## src/shared/timer8_pkg.sv

```systemverilog
// Behaviour
// - force bit A applies immediate compare on A, in non-PWM modes only
// - force bit B applies immediate compare on B, in non-PWM modes only
// - forced compare A sets no flag, no clear
// - forced compare B sets no flag, no clear
// - force bits are strobes, read as zero
// - clock select stops, divides 1/8/64/256/1024
// - select 110 falling, 111 rising pin edges
// - pin edges count even when pin output
// - counter read/write; write blocks next match
// - compare registers matched against counter continuously
// - enable, flag and global bit raise request
// - compare B flag sets on match, vector or one clears
// - compare A flag, vector or one clears
// - overflow flag per mode, vector or one clears
// - reserved bits read back as zero
// - mode high bit joins low bits for sequence
// - overflow at max, bottom or top per mode
// - non-PWM output modes toggle, clear, set
package timer8_pkg;

    // ---------------------------------------------------------------
    // register offsets
    // ---------------------------------------------------------------
    localparam logic [7:0] FLAGS_OFFSET = 8'h15;
    localparam logic [7:0] CONTROL_A_OFFSET = 8'h24;
    localparam logic [7:0] CONTROL_B_OFFSET = 8'h25;
    localparam logic [7:0] COUNTER_OFFSET = 8'h26;
    localparam logic [7:0] COMPARE_A_OFFSET = 8'h27;
    localparam logic [7:0] COMPARE_B_OFFSET = 8'h28;
    localparam logic [7:0] MASK_OFFSET = 8'h6E;

    // ---------------------------------------------------------------
    // field positions
    // ---------------------------------------------------------------
    localparam int FORCE_A_BIT = 7;
    localparam int FORCE_B_BIT = 6;
    localparam int WAVE_HIGH_BIT = 3;
    localparam int CLOCK_SELECT_MSB = 2;
    localparam int OUTPUT_MODE_A_LSB = 6;
    localparam int OUTPUT_MODE_B_LSB = 4;
    localparam int COMPARE_B_BIT = 2;
    localparam int COMPARE_A_BIT = 1;
    localparam int OVERFLOW_BIT = 0;

    // ---------------------------------------------------------------
    // reset values and counts
    // ---------------------------------------------------------------
    localparam logic [7:0] REG_RESET = 8'h00;
    localparam logic [7:0] COUNT_MAX = 8'hFF;
    localparam logic [7:0] COUNT_BOTTOM = 8'h00;
    localparam logic [7:0] CONTROL_A_MASK = 8'hF3;
    localparam logic [7:0] CONTROL_B_READ_MASK = 8'h0F;
    localparam logic [7:0] IRQ_BITS_MASK = 8'h07;
    localparam int PRESCALE_WIDTH = 10;

    // ---------------------------------------------------------------
    // encodings
    // ---------------------------------------------------------------
    localparam logic [2:0] CS_STOP = 3'h0;
    localparam logic [2:0] CS_DIV1 = 3'h1;
    localparam logic [2:0] CS_DIV8 = 3'h2;
    localparam logic [2:0] CS_DIV64 = 3'h3;
    localparam logic [2:0] CS_DIV256 = 3'h4;
    localparam logic [2:0] CS_DIV1024 = 3'h5;
    localparam logic [2:0] CS_EXT_FALL = 3'h6;
    localparam logic [2:0] CS_EXT_RISE = 3'h7;

    localparam logic [2:0] WM_NORMAL = 3'h0;
    localparam logic [2:0] WM_PC_MAX = 3'h1;
    localparam logic [2:0] WM_CTC = 3'h2;
    localparam logic [2:0] WM_FAST_MAX = 3'h3;
    localparam logic [2:0] WM_PC_TOP_A = 3'h5;
    localparam logic [2:0] WM_FAST_TOP_A = 3'h7;

    localparam logic [1:0] OM_PORT = 2'h0;
    localparam logic [1:0] OM_TOGGLE = 2'h1;
    localparam logic [1:0] OM_CLEAR = 2'h2;
    localparam logic [1:0] OM_SET = 2'h3;

    typedef struct packed {
        logic [7:0] addr;
        logic [7:0] wdata;
        logic wr;
        logic rd;
    } bus_req_type;

    typedef struct packed {
        logic compare_b;
        logic compare_a;
        logic overflow;
    } irq_group_type;

endpackage

```

## src/hw/timer8_core.sv

```systemverilog
`timescale 1ns/10ps
module timer8_core (
    input wire logic mclk,
    input wire logic rst_b,
    input timer8_pkg::bus_req_type bus_req,
    output logic [7:0] rdata,
    input wire logic external_count_pin,
    input wire logic global_irq_enable,
    input timer8_pkg::irq_group_type vector_ack,
    output timer8_pkg::irq_group_type irq_req,
    output logic wave_out_a,
    output logic wave_out_a_en,
    output logic wave_out_b,
    output logic wave_out_b_en
);
    import timer8_pkg::*;

    logic [7:0] timer_control_a_reg;
    logic [3:0] timer_control_b_reg;
    logic [7:0] counter_value_reg;
    logic [7:0] counter_value_next;
    logic [7:0] compare_value_a_reg;
    logic [7:0] compare_value_b_reg;
    logic [2:0] timer_interrupt_mask_reg;
    logic [2:0] timer_interrupt_flags_reg;
    logic [2:0] flags_next;
    logic count_down_reg;
    logic count_down_next;
    logic block_match_reg;
    logic [2:0] pin_sync_reg;
    logic [7:0] rdata_reg;
    logic prescale_tick;

    wire wr_control_a = bus_req.wr && bus_req.addr == CONTROL_A_OFFSET;
    wire wr_control_b = bus_req.wr && bus_req.addr == CONTROL_B_OFFSET;
    wire wr_counter = bus_req.wr && bus_req.addr == COUNTER_OFFSET;
    wire wr_compare_a = bus_req.wr && bus_req.addr == COMPARE_A_OFFSET;
    wire wr_compare_b = bus_req.wr && bus_req.addr == COMPARE_B_OFFSET;
    wire wr_mask = bus_req.wr && bus_req.addr == MASK_OFFSET;
    wire wr_flags = bus_req.wr && bus_req.addr == FLAGS_OFFSET;

    wire [2:0] clock_select_field =
        timer_control_b_reg[CLOCK_SELECT_MSB:0];
    wire wave_mode_high_bit = timer_control_b_reg[WAVE_HIGH_BIT];
    wire [1:0] wave_mode_low_bits = timer_control_a_reg[1:0];
    wire [2:0] wave_mode = {wave_mode_high_bit, wave_mode_low_bits};
    wire [1:0] output_mode_a =
        timer_control_a_reg[OUTPUT_MODE_A_LSB +: 2];
    wire [1:0] output_mode_b =
        timer_control_a_reg[OUTPUT_MODE_B_LSB +: 2];
    wire mode_fast = wave_mode == WM_FAST_MAX ||
                     wave_mode == WM_FAST_TOP_A;
    wire mode_phase = wave_mode == WM_PC_MAX ||
                      wave_mode == WM_PC_TOP_A;
    // the reserved mode codes fall through as non-PWM counting
    wire mode_top_a = wave_mode == WM_CTC ||
                      wave_mode == WM_PC_TOP_A ||
                      wave_mode == WM_FAST_TOP_A;
    wire [7:0] top_value = mode_top_a ? compare_value_a_reg : COUNT_MAX;

    // ---------------------------------------------------------------
    // force strobes, live only in non-PWM modes
    // ---------------------------------------------------------------
    wire pwm_active = mode_fast | mode_phase;
    wire force_a = wr_control_b && bus_req.wdata[FORCE_A_BIT] &&
                   !pwm_active;
    wire force_b = wr_control_b && bus_req.wdata[FORCE_B_BIT] &&
                   !pwm_active;

    // ---------------------------------------------------------------
    // clock source
    // ---------------------------------------------------------------
    timer8_prescaler #(
        .WIDTH(PRESCALE_WIDTH)
    ) u_prescaler (
        .mclk(mclk),
        .rst_b(rst_b),
        .clock_select_field(clock_select_field),
        .tick(prescale_tick)
    );

    // stage 0 is read only by stage 1; edges come from stages 1 and 2
    always_ff @(posedge mclk or negedge rst_b) begin
        if (!rst_b) begin
            pin_sync_reg <= 3'h0;
        end else begin
            pin_sync_reg <= {pin_sync_reg[1:0], external_count_pin};
        end
    end

    // the pin is sampled as an input whatever its direction
    wire pin_rise = pin_sync_reg[1] & ~pin_sync_reg[2];
    wire pin_fall = ~pin_sync_reg[1] & pin_sync_reg[2];
    wire ext_tick = (clock_select_field == CS_EXT_FALL && pin_fall) ||
                    (clock_select_field == CS_EXT_RISE && pin_rise);
    wire timer_tick = prescale_tick | ext_tick;

    // ---------------------------------------------------------------
    // compare and count
    // ---------------------------------------------------------------
    wire equal_a = counter_value_reg == compare_value_a_reg;
    wire equal_b = counter_value_reg == compare_value_b_reg;
    wire tick_ok = timer_tick && !block_match_reg;
    wire match_a = tick_ok && equal_a;
    wire match_b = tick_ok && equal_b;
    wire at_top = counter_value_reg == top_value;
    wire at_bottom = counter_value_reg == COUNT_BOTTOM;

    always_comb begin
        counter_value_next = counter_value_reg;
        count_down_next = count_down_reg;
        if (wr_counter) begin
            counter_value_next = bus_req.wdata;
        end else if (timer_tick) begin
            if (mode_phase) begin
                if (!count_down_reg && at_top) begin
                    count_down_next = 1'b1;
                    counter_value_next = counter_value_reg - 8'h01;
                end else if (count_down_reg && at_bottom) begin
                    count_down_next = 1'b0;
                    counter_value_next = counter_value_reg + 8'h01;
                end else if (count_down_reg) begin
                    counter_value_next = counter_value_reg - 8'h01;
                end else begin
                    counter_value_next = counter_value_reg + 8'h01;
                end
            end else if (at_top) begin
                // forced strobes never reach here, only a timer tick with the counter at top_value
                counter_value_next = COUNT_BOTTOM;
                count_down_next = 1'b0;
            end else begin
                counter_value_next = counter_value_reg + 8'h01;
                count_down_next = 1'b0;
            end
        end
    end

    // ---------------------------------------------------------------
    // interrupt flags
    // ---------------------------------------------------------------
    wire overflow_event = timer_tick && (
        (mode_phase && count_down_reg && at_bottom) ||
        (wave_mode == WM_FAST_TOP_A && at_top) ||
        (!mode_phase && wave_mode != WM_FAST_TOP_A &&
         counter_value_reg == COUNT_MAX));
    wire [2:0] flag_set;
    wire [2:0] flag_clear;
    assign flag_set[COMPARE_B_BIT] = match_b;
    assign flag_set[COMPARE_A_BIT] = match_a;
    assign flag_set[OVERFLOW_BIT] = overflow_event;
    assign flag_clear[COMPARE_B_BIT] = vector_ack.compare_b |
        (wr_flags & bus_req.wdata[COMPARE_B_BIT]);
    assign flag_clear[COMPARE_A_BIT] = vector_ack.compare_a |
        (wr_flags & bus_req.wdata[COMPARE_A_BIT]);
    assign flag_clear[OVERFLOW_BIT] = vector_ack.overflow |
        (wr_flags & bus_req.wdata[OVERFLOW_BIT]);

    // a set in the same cycle as a clear wins
    assign flags_next = (timer_interrupt_flags_reg & ~flag_clear) |
                        flag_set;

    wire [2:0] irq_raw = timer_interrupt_flags_reg &
        timer_interrupt_mask_reg & {3{global_irq_enable}};
    assign irq_req.compare_b = irq_raw[COMPARE_B_BIT];
    assign irq_req.compare_a = irq_raw[COMPARE_A_BIT];
    assign irq_req.overflow = irq_raw[OVERFLOW_BIT];

    // ---------------------------------------------------------------
    // register file
    // ---------------------------------------------------------------
    always_ff @(posedge mclk or negedge rst_b) begin
        if (!rst_b) begin
            timer_control_a_reg <= REG_RESET;
            timer_control_b_reg <= REG_RESET[3:0];
            compare_value_a_reg <= REG_RESET;
            compare_value_b_reg <= REG_RESET;
            timer_interrupt_mask_reg <= REG_RESET[2:0];
        end else begin
            if (wr_control_a) begin
                timer_control_a_reg <= bus_req.wdata & CONTROL_A_MASK;
            end
            if (wr_control_b) begin
                // force bits are strobes and are not stored
                timer_control_b_reg <= bus_req.wdata[3:0];
            end
            if (wr_compare_a) begin
                compare_value_a_reg <= bus_req.wdata;
            end
            if (wr_compare_b) begin
                compare_value_b_reg <= bus_req.wdata;
            end
            if (wr_mask) begin
                timer_interrupt_mask_reg <= bus_req.wdata[2:0];
            end
        end
    end

    always_ff @(posedge mclk or negedge rst_b) begin
        if (!rst_b) begin
            counter_value_reg <= REG_RESET;
            count_down_reg <= 1'b0;
            block_match_reg <= 1'b0;
            timer_interrupt_flags_reg <= REG_RESET[2:0];
        end else begin
            counter_value_reg <= counter_value_next;
            count_down_reg <= count_down_next;
            // held through the next timer tick, whose compare match it suppresses
            block_match_reg <= wr_counter |
                (block_match_reg & ~timer_tick);
            timer_interrupt_flags_reg <= flags_next;
        end
    end

    // ---------------------------------------------------------------
    // read path, data one cycle after the strobe
    // ---------------------------------------------------------------
    logic [7:0] read_mux;
    always_comb begin
        case (bus_req.addr)
            CONTROL_A_OFFSET: read_mux = timer_control_a_reg;
            CONTROL_B_OFFSET: read_mux = {4'h0, timer_control_b_reg};
            COUNTER_OFFSET: read_mux = counter_value_reg;
            COMPARE_A_OFFSET: read_mux = compare_value_a_reg;
            COMPARE_B_OFFSET: read_mux = compare_value_b_reg;
            MASK_OFFSET: read_mux = {5'h00, timer_interrupt_mask_reg};
            FLAGS_OFFSET: read_mux = {5'h00, timer_interrupt_flags_reg};
            default: read_mux = 8'h00;
        endcase
    end

    always_ff @(posedge mclk or negedge rst_b) begin
        if (!rst_b) begin
            rdata_reg <= 8'h00;
        end else begin
            rdata_reg <= bus_req.rd ? read_mux : 8'h00;
        end
    end
    assign rdata = rdata_reg;

    timer8_wave_channel u_channel_a (
        .mclk(mclk),
        .rst_b(rst_b),
        .output_mode(output_mode_a),
        .pwm_fast(mode_fast),
        .pwm_phase(mode_phase),
        .toggle_allowed(wave_mode_high_bit),
        .match(match_a),
        .force_match(force_a),
        .at_bottom(timer_tick && at_bottom && !count_down_reg),
        .count_down(count_down_reg),
        .wave_out(wave_out_a),
        .wave_en(wave_out_a_en)
    );

    timer8_wave_channel u_channel_b (
        .mclk(mclk),
        .rst_b(rst_b),
        .output_mode(output_mode_b),
        .pwm_fast(mode_fast),
        .pwm_phase(mode_phase),
        .toggle_allowed(1'b0),
        .match(match_b),
        .force_match(force_b),
        .at_bottom(timer_tick && at_bottom && !count_down_reg),
        .count_down(count_down_reg),
        .wave_out(wave_out_b),
        .wave_en(wave_out_b_en)
    );
endmodule // timer8_core

```

## src/hw/timer8_prescaler.sv

```systemverilog
`timescale 1ns/10ps
module timer8_prescaler #(
    parameter int WIDTH = timer8_pkg::PRESCALE_WIDTH
) (
    input wire logic mclk,
    input wire logic rst_b,
    input wire logic [2:0] clock_select_field,
    output logic tick
);
    import timer8_pkg::*;

    generate
        if (WIDTH < 10) begin : g_bad_width
            $error("prescaler needs at least 10 bits for divide by 1024");
        end
    endgenerate

    logic [WIDTH-1:0] div_reg;
    wire tap_8 = &div_reg[2:0];
    wire tap_64 = &div_reg[5:0];
    wire tap_256 = &div_reg[7:0];
    wire tap_1024 = &div_reg[9:0];

    // free running, so a new select takes effect at the next tap
    always_ff @(posedge mclk or negedge rst_b) begin
        if (!rst_b) begin
            div_reg <= '0;
        end else begin
            div_reg <= div_reg + 1'b1;
        end
    end

    always_comb begin
        case (clock_select_field)
            CS_DIV1: tick = 1'b1;
            CS_DIV8: tick = tap_8;
            CS_DIV64: tick = tap_64;
            CS_DIV256: tick = tap_256;
            CS_DIV1024: tick = tap_1024;
            default: tick = 1'b0;
        endcase
    end
endmodule // timer8_prescaler

```

## src/hw/timer8_wave_channel.sv

```systemverilog
`timescale 1ns/10ps
module timer8_wave_channel (
    input wire logic mclk,
    input wire logic rst_b,
    input wire logic [1:0] output_mode,
    input wire logic pwm_fast,
    input wire logic pwm_phase,
    input wire logic toggle_allowed,
    input wire logic match,
    input wire logic force_match,
    input wire logic at_bottom,
    input wire logic count_down,
    output logic wave_out,
    output logic wave_en
);
    import timer8_pkg::*;

    logic wave_reg;
    logic wave_next;
    wire pwm = pwm_fast | pwm_phase;
    wire hit = match | (force_match & ~pwm);

    always_comb begin
        wave_next = wave_reg;
        if (!pwm) begin
            if (hit) begin
                case (output_mode)
                    OM_TOGGLE: wave_next = ~wave_reg;
                    OM_CLEAR: wave_next = 1'b0;
                    OM_SET: wave_next = 1'b1;
                    default: wave_next = wave_reg;
                endcase
            end
        end else if (output_mode == OM_TOGGLE) begin
            if (toggle_allowed && match) begin
                wave_next = ~wave_reg;
            end
        end else if (output_mode != OM_PORT) begin
            if (pwm_fast && at_bottom) begin
                wave_next = (output_mode == OM_CLEAR);
            end else if (match) begin
                wave_next = (output_mode == OM_CLEAR) ? count_down
                                                      : ~count_down;
            end
        end
    end

    always_ff @(posedge mclk or negedge rst_b) begin
        if (!rst_b) begin
            wave_reg <= 1'b0;
        end else begin
            wave_reg <= wave_next;
        end
    end

    assign wave_out = wave_reg;
    assign wave_en = (output_mode != OM_PORT) &&
                     !(pwm && output_mode == OM_TOGGLE && !toggle_allowed);
endmodule // timer8_wave_channel

```

## config.mk

```make
export PLATFORM = sky130hd
export DESIGN_NAME = timer8_core
export DESIGN_NICKNAME = d
export VERILOG_FILES = /design/src/shared/timer8_pkg.sv /design/src/hw/timer8_core.sv /design/src/hw/timer8_prescaler.sv /design/src/hw/timer8_wave_channel.sv
export SDC_FILE = /design/constraint.sdc
export NUM_CORES = 1
export LEC_CHECK = 0
export ABC_AREA = 1
export BUFFER_PORTS_ARGS = -buffer_cell sky130_fd_sc_hd__buf_2
export CORE_MARGIN = 8
export CORE_UTILIZATION = 50
export DETAILED_ROUTE_END_ITERATION = 10
export GPL_TIMING_DRIVEN = 0
export PLACE_DENSITY = 0.74
export SLEW_MARGIN = 40
export SYNTH_ARGS = -nofsm -noshare
export SYNTH_HDL_FRONTEND = slang
export SYNTH_SLANG_ARGS = --single-unit
```

## constraint.sdc

```tcl
create_clock -name mclk -period 3.4 [get_ports mclk]
set_input_delay 1.02 -clock mclk [delete_from_list [all_inputs] [get_ports mclk]]
set_output_delay 1.02 -clock mclk [all_outputs]
set_load 0.03 [all_outputs]
```

=== Yosys cells after proc, flatten, opt, wreduce, memory -nomap -nowiden ===
Cells that the tools add are included.

* Bits in registers: 65
* Input bits: 25
* Output and inout port bits: 15
* Word-level logic and storage cells: 176

* $add $sub $neg: 3
* Equality and inequality tests: 37
* Mux-type cells: 31
* Bitwise operators: 29
* Reductions and logical operators: 62

{| class="wikitable"
|+ Operator list
! cell !! count
|-
| 8-bit two-way mux || 9
|-
| 8-bit case mux with 7 select lines || 1
|-
| 8-bit by 6-bit == test with 1-bit output, second input constant || 5
|-
| 1-bit logical AND || 33
|-
| 8-bit == test || 3
|-
| 3-bit == test, second input constant || 6
|-
| 1-bit two-way mux || 18
|-
| 3-bit by 2-bit == test with 1-bit output, second input constant || 4
|-
| 10-bit by 1-bit adder with 10-bit output, second input constant || 1
|-
| 10-bit AND reduction || 1
|-
| 5-bit AND reduction || 2
|-
| 2-bit nonzero test || 5
|-
| 3-bit AND || 3
|-
| 3-bit != test, second input constant || 3
|-
| 8-bit by 1-bit adder with 8-bit output, second input constant || 1
|-
| 1-bit AND || 8
|-
| 2-bit == test, second input constant || 4
|-
| 8-bit by 5-bit == test with 1-bit output, second input constant || 1
|-
| 8-bit by 7-bit == test with 1-bit output, second input constant || 1
|-
| 8-bit == test, second input constant || 1
|-
| 8-bit zero test || 1
|-
| 1-bit inverter || 8
|-
| 1-bit OR || 8
|-
| 8-bit AND reduction || 1
|-
| other kinds (17) || 34
|}

=== Logic depth before layout (Yosys ltp) ===
Gate-level depths: netlist (run 1).

* Word-level depth: 12
* Depth in mapped cells: 14
* Mapped depth without buffers: 14

=== Hierarchy ===
From an unflattened synthesis (run 1), not the netlist that was laid out.

* Cells, all modules: 655
* Area, all modules: 4,621.9 um2

{| class="wikitable"
|+ By module, submodules not included
! module !! times used !! cells each !! area an instance (um2) !! seq. area each (um2)
|-
| timer8_core || 1 || 502 || 3,578.4 || 1,326.3
|-
| timer8_wave_channel || 2 || 47 || 271.5 || 25.0
|-
| timer8_prescaler || 1 || 59 || 500.5 || 250.2
|}

=== Least setup slack after synthesis (run 1) ===
OpenSTA, ideal clock, no wires.

* Path type: input port to output port
* Start point: in global_irq_enable
* End point: out irq_req[0] (netlist bit)
* Arrival time: 1.713 ns
* Data required time: 2.380 ns
* Slack: 0.667 ns
* Cell stages on the path: 2
* Buffers on the path: 0
* Path through: inv_1 > nor3_1

{| class="wikitable"
|+ RTL lines
! item !! line !! RTL
|-
| start, declared || timer8_core.sv:8 || <nowiki>input wire logic global_irq_enable,</nowiki>
|-
| end, declared || timer8_core.sv:10 || <nowiki>output timer8_pkg::irq_group_type irq_req,</nowiki>
|}

==> results.rst, run 1 <==
.. list-table::
   :header-rows: 1

   * - Metric
     - Value
   * - Max-cap viol count
     - 0
   * - Wire length of the first global-routing pass
     - 18300 um
   * - Core area
     - 0.00765 mm2
   * - Via-to-Cell Ratio
     - 5.46
   * - Highest-count cells in the layout ignoring fill and taps
     - 144 x nand2_1, 67 x inv_1, 65 x dfrtp_1
   * - Detailed-placement wirelength estimate
     - 8400 um
   * - Cell area after technology mapping
     - 0.00389 mm2
   * - Post-route worst setup slack
     - 0.851 ns
   * - Post-cts gate resize count
     - 0
   * - Critical Path Most Common Cell
     - buf_2
   * - H-Tree Depth
     - 3
   * - First drt pass iteration count
     - 5
   * - Initial standard-cell utilization of the core
     - 50.9%
   * - Critical path fanouts, max
     - 3
   * - Clock buffer count from CTS
     - 9
   * - Pre-CTS setup slack
     - 0.788 ns
   * - DRC errors left
     - 0
   * - Area overhead of the layout relative to synthesis
     - 15.1%
   * - Antenna violations before repair
     - 0
   * - Yosys synthesis warning count
     - 0
   * - Most common cell after layout, fill and taps aside
     - nand2_1
   * - NumNets Final
     - 601
   * - Final Critical Period
     - 2.55 ns
   * - Worst path slowest cell
     - buf_2
   * - Die ar.
     - 0.0109 mm2
   * - Synth cell types
     - 34
   * - Total setup violations reported at the end of the flow
     - 0
   * - Register clock-pin slew on the reported worst setup and hold paths
     - 0.07 ns
   * - Arrival time at the worst endpoint
     - 1.53 ns
   * - Final hold viol count
     - 0
   * - Clock tree from TritonCTS
     - yes
   * - # diodes
     - 0
   * - Skew-Pair Late Insertion Delay
     - 0.35 ns
   * - Aggregate negative setup slack
     - 0 ns
   * - Maximum number of pins on one net before global-route repair
     - 26
   * - Maximum clock rate
     - 392 MHz
   * - Mean area per synthesized cell
     - 7.49 um2
   * - Run status
     - completed
   * - List of cells traversed by the critical path
     - buf_2 > inv_1 > nor3_1 > buf_2
   * - Gate count after technology mapping
     - 520
   * - Via count
     - 3708
   * - IR Drop Worst-Case VDD
     - 392 uV
   * - Aggregate routed wire length
     - 11000 um
   * - Total global routing track utilization
     - 20.8%
   * - Hold WC Path Type
     - flip-flop to flip-flop
   * - Post-synthesis sequential area ratio
     - 41.8%
   * - Per-cell routed wire length
     - 16.2 um
   * - Final clock skew
     - 0.0122 ns
   * - Type of origin of the critical path
     - primary input
   * - FF+latch count, synth
     - 65
   * - Utilization after layout
     - 58.6%
   * - Vias in the first global route
     - 3755
   * - Number of sinks handled by clock tree synthesis
     - 65
   * - Iteration-0 DRC count of the detailed router
     - 319
   * - Setup Buffers After CTS
     - 0
   * - Worst Path Class, Setup
     - primary input to primary output
   * - Critical Path Sink Type
     - primary output
   * - Static power due to leakage
     - 2.21 nW
   * - Placer congestion estimate
     - 0.929
   * - IO buf count
     - 39
   * - Detail Route Antenna Nets
     - 0
   * - Delay of the slowest critical-path stage
     - 0.23 ns
   * - Layout cell share with drive strength beyond 1
     - 15.8%
   * - Vertical extent of the die
     - 104 um
   * - Count of pins over their slew limit
     - 0
   * - Unrepaired setup endpoints after global routing
     - false
   * - Cell chosen for the clock root
     - clkbuf_8
   * - Row count
     - 32
   * - Max FFs per register
     - 10
   * - Post-CTS Hold Buffers
     - 0
   * - Number of nets in the synthesized netlist
     - 549
   * - Worst-margin pin slew
     - 0.601 ns
   * - Ratio of total power to cell area
     - 560 mW/mm2
   * - Max Root-Sink Buffers
     - 2
   * - Die W
     - 104 um
   * - Worst relative slew slack
     - 59.8%
   * - Residual overflow from global routing
     - 0
   * - Portion of the clock cycle consumed by the worst path in the final layout
     - 75.0%
   * - Req. time, crit path
     - 2.38 ns
   * - # IOs
     - 40
logic make-up (layout without fill, tap and decap cells):
family | count (synthesis) | in the layout | share of synthesized area (%)
xor gates and xnor gates | 27 | 27 | 6.07
DFF | 65 | 65 | 41.8
adders and majority gates | 4 | 4 | 1.28
AOI/OAI and AO/OA | 88 | 88 | 13.3
and+or+nand+nor | 251 | 251 | 28.5
buffers and inverters | 85 | 142 | 9.12
Yosys cell counts:
library cell  number  area share (%)
inv_4              1            0.16
nand4_1            9             1.4
nand4_2            1            0.32
o21ai_0           41             5.3
ha_1               4             1.3
buf_6              2            0.58
inv_1             67             6.5
nand3_4            2            0.90
dfrtp_1           65              42
xor2_1            18             4.0
o221ai_1           2            0.45
a221oi_1           5             1.1
nor2_4             3            0.87
nor2_1            42             4.0
nand3_2            1            0.26
o31ai_1            4            0.77
clkinv_1           1           0.096
a21oi_4            1            0.42
xnor2_1            9             2.0
nor3_1            14             1.8
o21ai_1            4            0.51
nand3_1           28             3.6
o22ai_1           14             2.2
nor2_2             4            0.64
inv_2              5            0.48
nor3_4             1            0.42
buf_2              6            0.77
nand2_1          144              14
nand2_2            2            0.32
a21oi_2            1            0.22
a31oi_1            3            0.48
a31o_2             1            0.22
a21oi_1           12             1.5
buf_4              3            0.58
critical path: cells and delay by family:
| family | cells | cell delay, ns |
|---|---|---|
| buffers and inverters | 3 | 0.36 |
| and+or+nand+nor | 1 | 0.15 |
report_power, final:
group	switching (W)	internal [W]	leakage, nW
clock network	0.000316	0.000382	0.102
registers	0.0000871	0.000851	0.856
logic	0.000562	0.000312	1.25
metrics by stage:
step                total power, W  std cells  hold WS, ns  instance area, um2
floorplan                  0.00157        520        0.331                3890
global placement           0.00178        661        0.336                4220
detailed placement         0.00181        663        0.361                4270
CTS                        0.00251        679        0.379                4480
global route               0.00267        679        0.379                4480
finish                     0.00251        679        0.373                4480
metal layers:
layer | global-route usage, % | share of wire, %
met1 | 26.2 | 44
met4 | 8.17 | 1.5
met3 | 4.58 | 7.3
met2 | 33.7 | 48
met5 | 0 | 0
area by class of cell:
cell class,count,area (um2)
clock inverters,5,62.6
flip-flops and latches,65,1630
plain buffers,11,75.1
inverters,74,280
fillers,722,3170
repair buffers,41,245
clock buffers,11,151
well taps,102,128
multi-input cells,370,1910
path summary, 6_finish.rpt:
path / startpoint / end / slack [ns] / cells past startpoint
worst min register to register: pin_sync_reg[0]$_DFF_PN0_ / pin_sync_reg[1]$_DFF_PN0_ / 0.37 / 0
worst max register to register: counter_value_reg[1]$_DFFE_PN0P_ / u_channel_a.wave_out$_DFFE_PN0P_ / 1.34 / 11
worst min-delay path: pin_sync_reg[0]$_DFF_PN0_ / pin_sync_reg[1]$_DFF_PN0_ / 0.37 / 0
worst max-delay path: global_irq_enable / irq_req[1] / 0.85 / 4
min in group asynchronous: rst_b / rdata[7]$_DFF_PN0_ / 0.54 / 1
max in group asynchronous: rst_b / rdata[0]$_DFF_PN0_ / 2.24 / 3
No activity file was read; power rests on OpenSTA's default activity.
==> inputs of run 2 (changes only) <==
--- a/config.mk
+++ b/config.mk
@@ -11,7 +11,7 @@
 export CORE_UTILIZATION = 50
 export DETAILED_ROUTE_END_ITERATION = 10
 export GPL_TIMING_DRIVEN = 0
-export PLACE_DENSITY = 0.74
+export PLACE_DENSITY = 0.77
 export SLEW_MARGIN = 40
 export SYNTH_ARGS = -nofsm -noshare
 export SYNTH_HDL_FRONTEND = slang
==> constraint.sdc (replaced) <==
create_clock -name mclk -period 2.23 [get_ports mclk]
set_input_delay 0.669 -clock mclk [delete_from_list [all_inputs] [get_ports mclk]]
set_output_delay 0.669 -clock mclk [all_outputs]
set_load 0.03 [all_outputs]
==> run 2 against run 1 <==
- count of clock-buffer cells in the layout decreased by 2
- die area is the same
- sequential power is 52% higher
- via count about the same
- sequential share of layout area about the same
- register-to-register slack worse by 1.1 ns
- worst setup slack got worse by 0.72 ns
- wire length is 0.43% lower
- clock skew down 0.00072 ns
- cell area is essentially flat
- total power rose by 54%
- non-clock buffer count up 2
==> results.rst, run 2 (synthesized netlist as in run 1, its figures left out) <==
.. list-table::
   :header-rows: 1

   * - Metric
     - Value
   * - Antenna violations before repair
     - 0 (unchanged)
   * - Layout cell share with drive strength beyond 1
     - 16.6% (+0.81 points)
   * - Iteration-0 DRC count of the detailed router
     - 386 (+21%)
   * - Vertical extent of the die
     - 104 um (unchanged)
   * - Final design area excluding fillers
     - 0.00449 mm2 (about the same)
   * - Final clock skew
     - 0.0115 ns (-0.000715 ns)
   * - IR Drop Worst-Case VDD
     - 502 uV (+28%)
   * - Via-to-Cell Ratio
     - 5.44 (-0.35%)
   * - H-Tree Depth
     - 3 (unchanged)
   * - Post-placement cell area
     - 0.00424 mm2 (-0.64%)
   * - Initial standard-cell utilization of the core
     - 50.9% (unchanged)
   * - Total global routing track utilization
     - 20.3% (-0.43 points)
   * - Post-CTS Hold Buffers
     - 0 (unchanged)
   * - Aggregate routed wire length
     - 10900 um (-0.43%)
   * - Detailed-placement wirelength estimate
     - 8350 um (-0.53%)
   * - Unrepaired setup endpoints after global routing
     - false
   * - Max FFs per register
     - 10 (unchanged)
   * - Core area
     - 0.00765 mm2 (unchanged)
   * - Max Root-Sink Buffers
     - 2 (unchanged)
   * - Final hold viol count
     - 0 (unchanged)
   * - Total setup violations reported at the end of the flow
     - 0 (unchanged)
   * - Arrival time at the worst endpoint
     - 1.43 ns (-0.10 ns)
   * - Max-cap viol count
     - 0 (unchanged)
   * - Maximum number of pins on one net before global-route repair
     - 42 (+62%)
   * - Worst-margin pin slew
     - 0.528 ns (-0.0737 ns)
   * - Skew-Pair Late Insertion Delay
     - 0.36 ns (about the same)
   * - Pre-CTS setup slack
     - -0.0683 ns (-0.856 ns)
   * - Row count
     - 32 (unchanged)
   * - Via count
     - 3706 (-0.054%)
   * - Per-cell routed wire length
     - 16.0 um (-0.72%)
   * - Detail Route Antenna Nets
     - 0 (unchanged)
   * - Residual overflow from global routing
     - 0 (unchanged)
   * - Static power due to leakage
     - 2.21 nW (about the same)
   * - Critical Path Sink Type
     - primary output
   * - Cell Count, Final, Fillers Out
     - 681 (+0.29%)
   * - Register clock-pin slew on the reported worst setup and hold paths
     - 0.08 ns (about the same)
   * - # diodes
     - 0 (unchanged)
   * - Number of sinks handled by clock tree synthesis
     - 65 (unchanged)
   * - Highest-count cells in the layout ignoring fill and taps
     - 143 x nand2_1, 67 x inv_1, 65 x dfrtp_1
   * - Die ar.
     - 0.0109 mm2 (unchanged)
   * - DRC errors left
     - 0 (unchanged)
   * - IO buf count
     - 39 (unchanged)
   * - Vias in the first global route
     - 3586 (-4.5%)
   * - Type of origin of the critical path
     - flip-flop
   * - Req. time, crit path
     - 1.56 ns (-0.82 ns)
   * - Post-route worst setup slack
     - 0.133 ns (-0.718 ns)
   * - Worst relative slew slack
     - 64.8% (+5.1 points)
   * - Wire length of the first global-routing pass
     - 17800 um (-3.0%)
   * - Count of pins over their slew limit
     - 0 (unchanged)
   * - NumNets Final
     - 603 (+0.33%)
   * - Filler instances
     - 721 (-0.14%)
   * - Cell Count Post-Placement
     - 662 (-0.15%)
   * - Aggregate negative setup slack
     - 0 ns (unchanged)
   * - Cell chosen for the clock root
     - clkbuf_8
   * - Worst Path Class, Setup
     - flip-flop to primary output
   * - Critical path fanouts, max
     - 7 (+4)
   * - Portion of the clock cycle consumed by the worst path in the final layout
     - 94.1%
   * - Die W
     - 104 um (unchanged)
   * - First drt pass iteration count
     - 5 (unchanged)
   * - Clock tree from TritonCTS
     - yes
   * - Most common cell after layout, fill and taps aside
     - nand2_1
   * - Placer congestion estimate
     - 0.930 (about the same)
   * - Area overhead of the layout relative to synthesis
     - 15.2% (about the same)
   * - Run status
     - completed
   * - # IOs
     - 40 (unchanged)
   * - Clock buffer count from CTS
     - 9 (unchanged)
   * - Maximum clock rate
     - 477 MHz
   * - Hold WC Path Type
     - primary input to async pin
   * - Final Critical Period
     - 2.10 ns
   * - Ratio of total power to cell area
     - 860 mW/mm2 (+54%)
==> run 2: report_power, final <==
| group | switching, W | leakage (nW) | total, W | internal [W] |
|---|---|---|---|---|
| Sequential | 0.000129 | 0.856 | 0.00143 | 0.00130 |
| Clock | 0.000555 | 0.100 | 0.00109 | 0.000539 |
| Combinational | 0.000861 | 1.25 | 0.00134 | 0.000478 |
| Total | 0.00155 | 2.21 | 0.00386 | 0.00231 |
==> run 2: critical path: stages, from the launching register on <==
cell	delay (ns)
dfrtp_1	0.35
buf_6	0.12
inv_4	0.05
nor2_2	0.12
inv_1	0.06
a21oi_2	0.13
inv_1	0.06
buf_2	0.17
==> run 2: worst paths after layout <==
check                                                endpoint  slack [ns]                               start  depth (start not counted)
min reg2reg                         pin_sync_reg[1]$_DFF_PN0_        0.36           pin_sync_reg[0]$_DFF_PN0_                          0
min                          u_prescaler.div_reg[3]$_DFF_PN0_        0.28                               rst_b                          1
min in group mclk                   pin_sync_reg[1]$_DFF_PN0_        0.36           pin_sync_reg[0]$_DFF_PN0_                          0
max reg2reg                  u_channel_a.wave_out$_DFFE_PN0P_        0.20    counter_value_reg[1]$_DFFE_PN0P_                         11
max                                             wave_out_a_en        0.13  timer_control_a_reg[0]$_DFFE_PN0P_                          7
max in group asynchronous  compare_value_b_reg[0]$_DFFE_PN0P_        1.42                               rst_b                          2
==> run 2: layout make-up <==
cell class | count | area [um2] | share of cell area, %
Multi-Input combinational cell | 370 | 1930 | 43.0
Sequential cell | 65 | 1630 | 36.3
Inverter | 74 | 280 | 6.25
Timing Repair Buffer | 43 | 240 | 5.36
Tap cell | 102 | 128 | 2.85
Clock buffer | 9 | 124 | 2.76
Clock inverter | 7 | 85.1 | 1.90
Buffer | 11 | 75.1 | 1.67
==> run 2: repair_timing <==
action	in CTS	in global routing
endpoints found under the setup margin	1	8
gates resized for setup	1	3
setup buffers	0	3
pin swaps	0	1
==> run 2: metrics by stage <==
| stage | power, W | utilization [%] | hold WS (ns) |
|---|---|---|---|
| floorplan | 0.00239 | - | 0.331 |
| global placement | 0.00272 | 55.2 | 0.336 |
| detailed placement | 0.00275 | 55.4 | 0.361 |
| CTS | 0.00384 | 58.2 | 0.291 |
| global route | 0.00407 | 58.7 | 0.322 |
| finish | 0.00386 | 58.7 | 0.285 |
==> run 2: metal layers <==
metal / vias up / part of all wire (%) / GRT usage (%)
met5: - / 0 / 0
met4: 0 / 1.5 / 7.86
met3: 14 / 7.6 / 4.46
met2: 144 / 47 / 31.2
met1: 1754 / 44 / 27.2
li1: 1794 / - / -
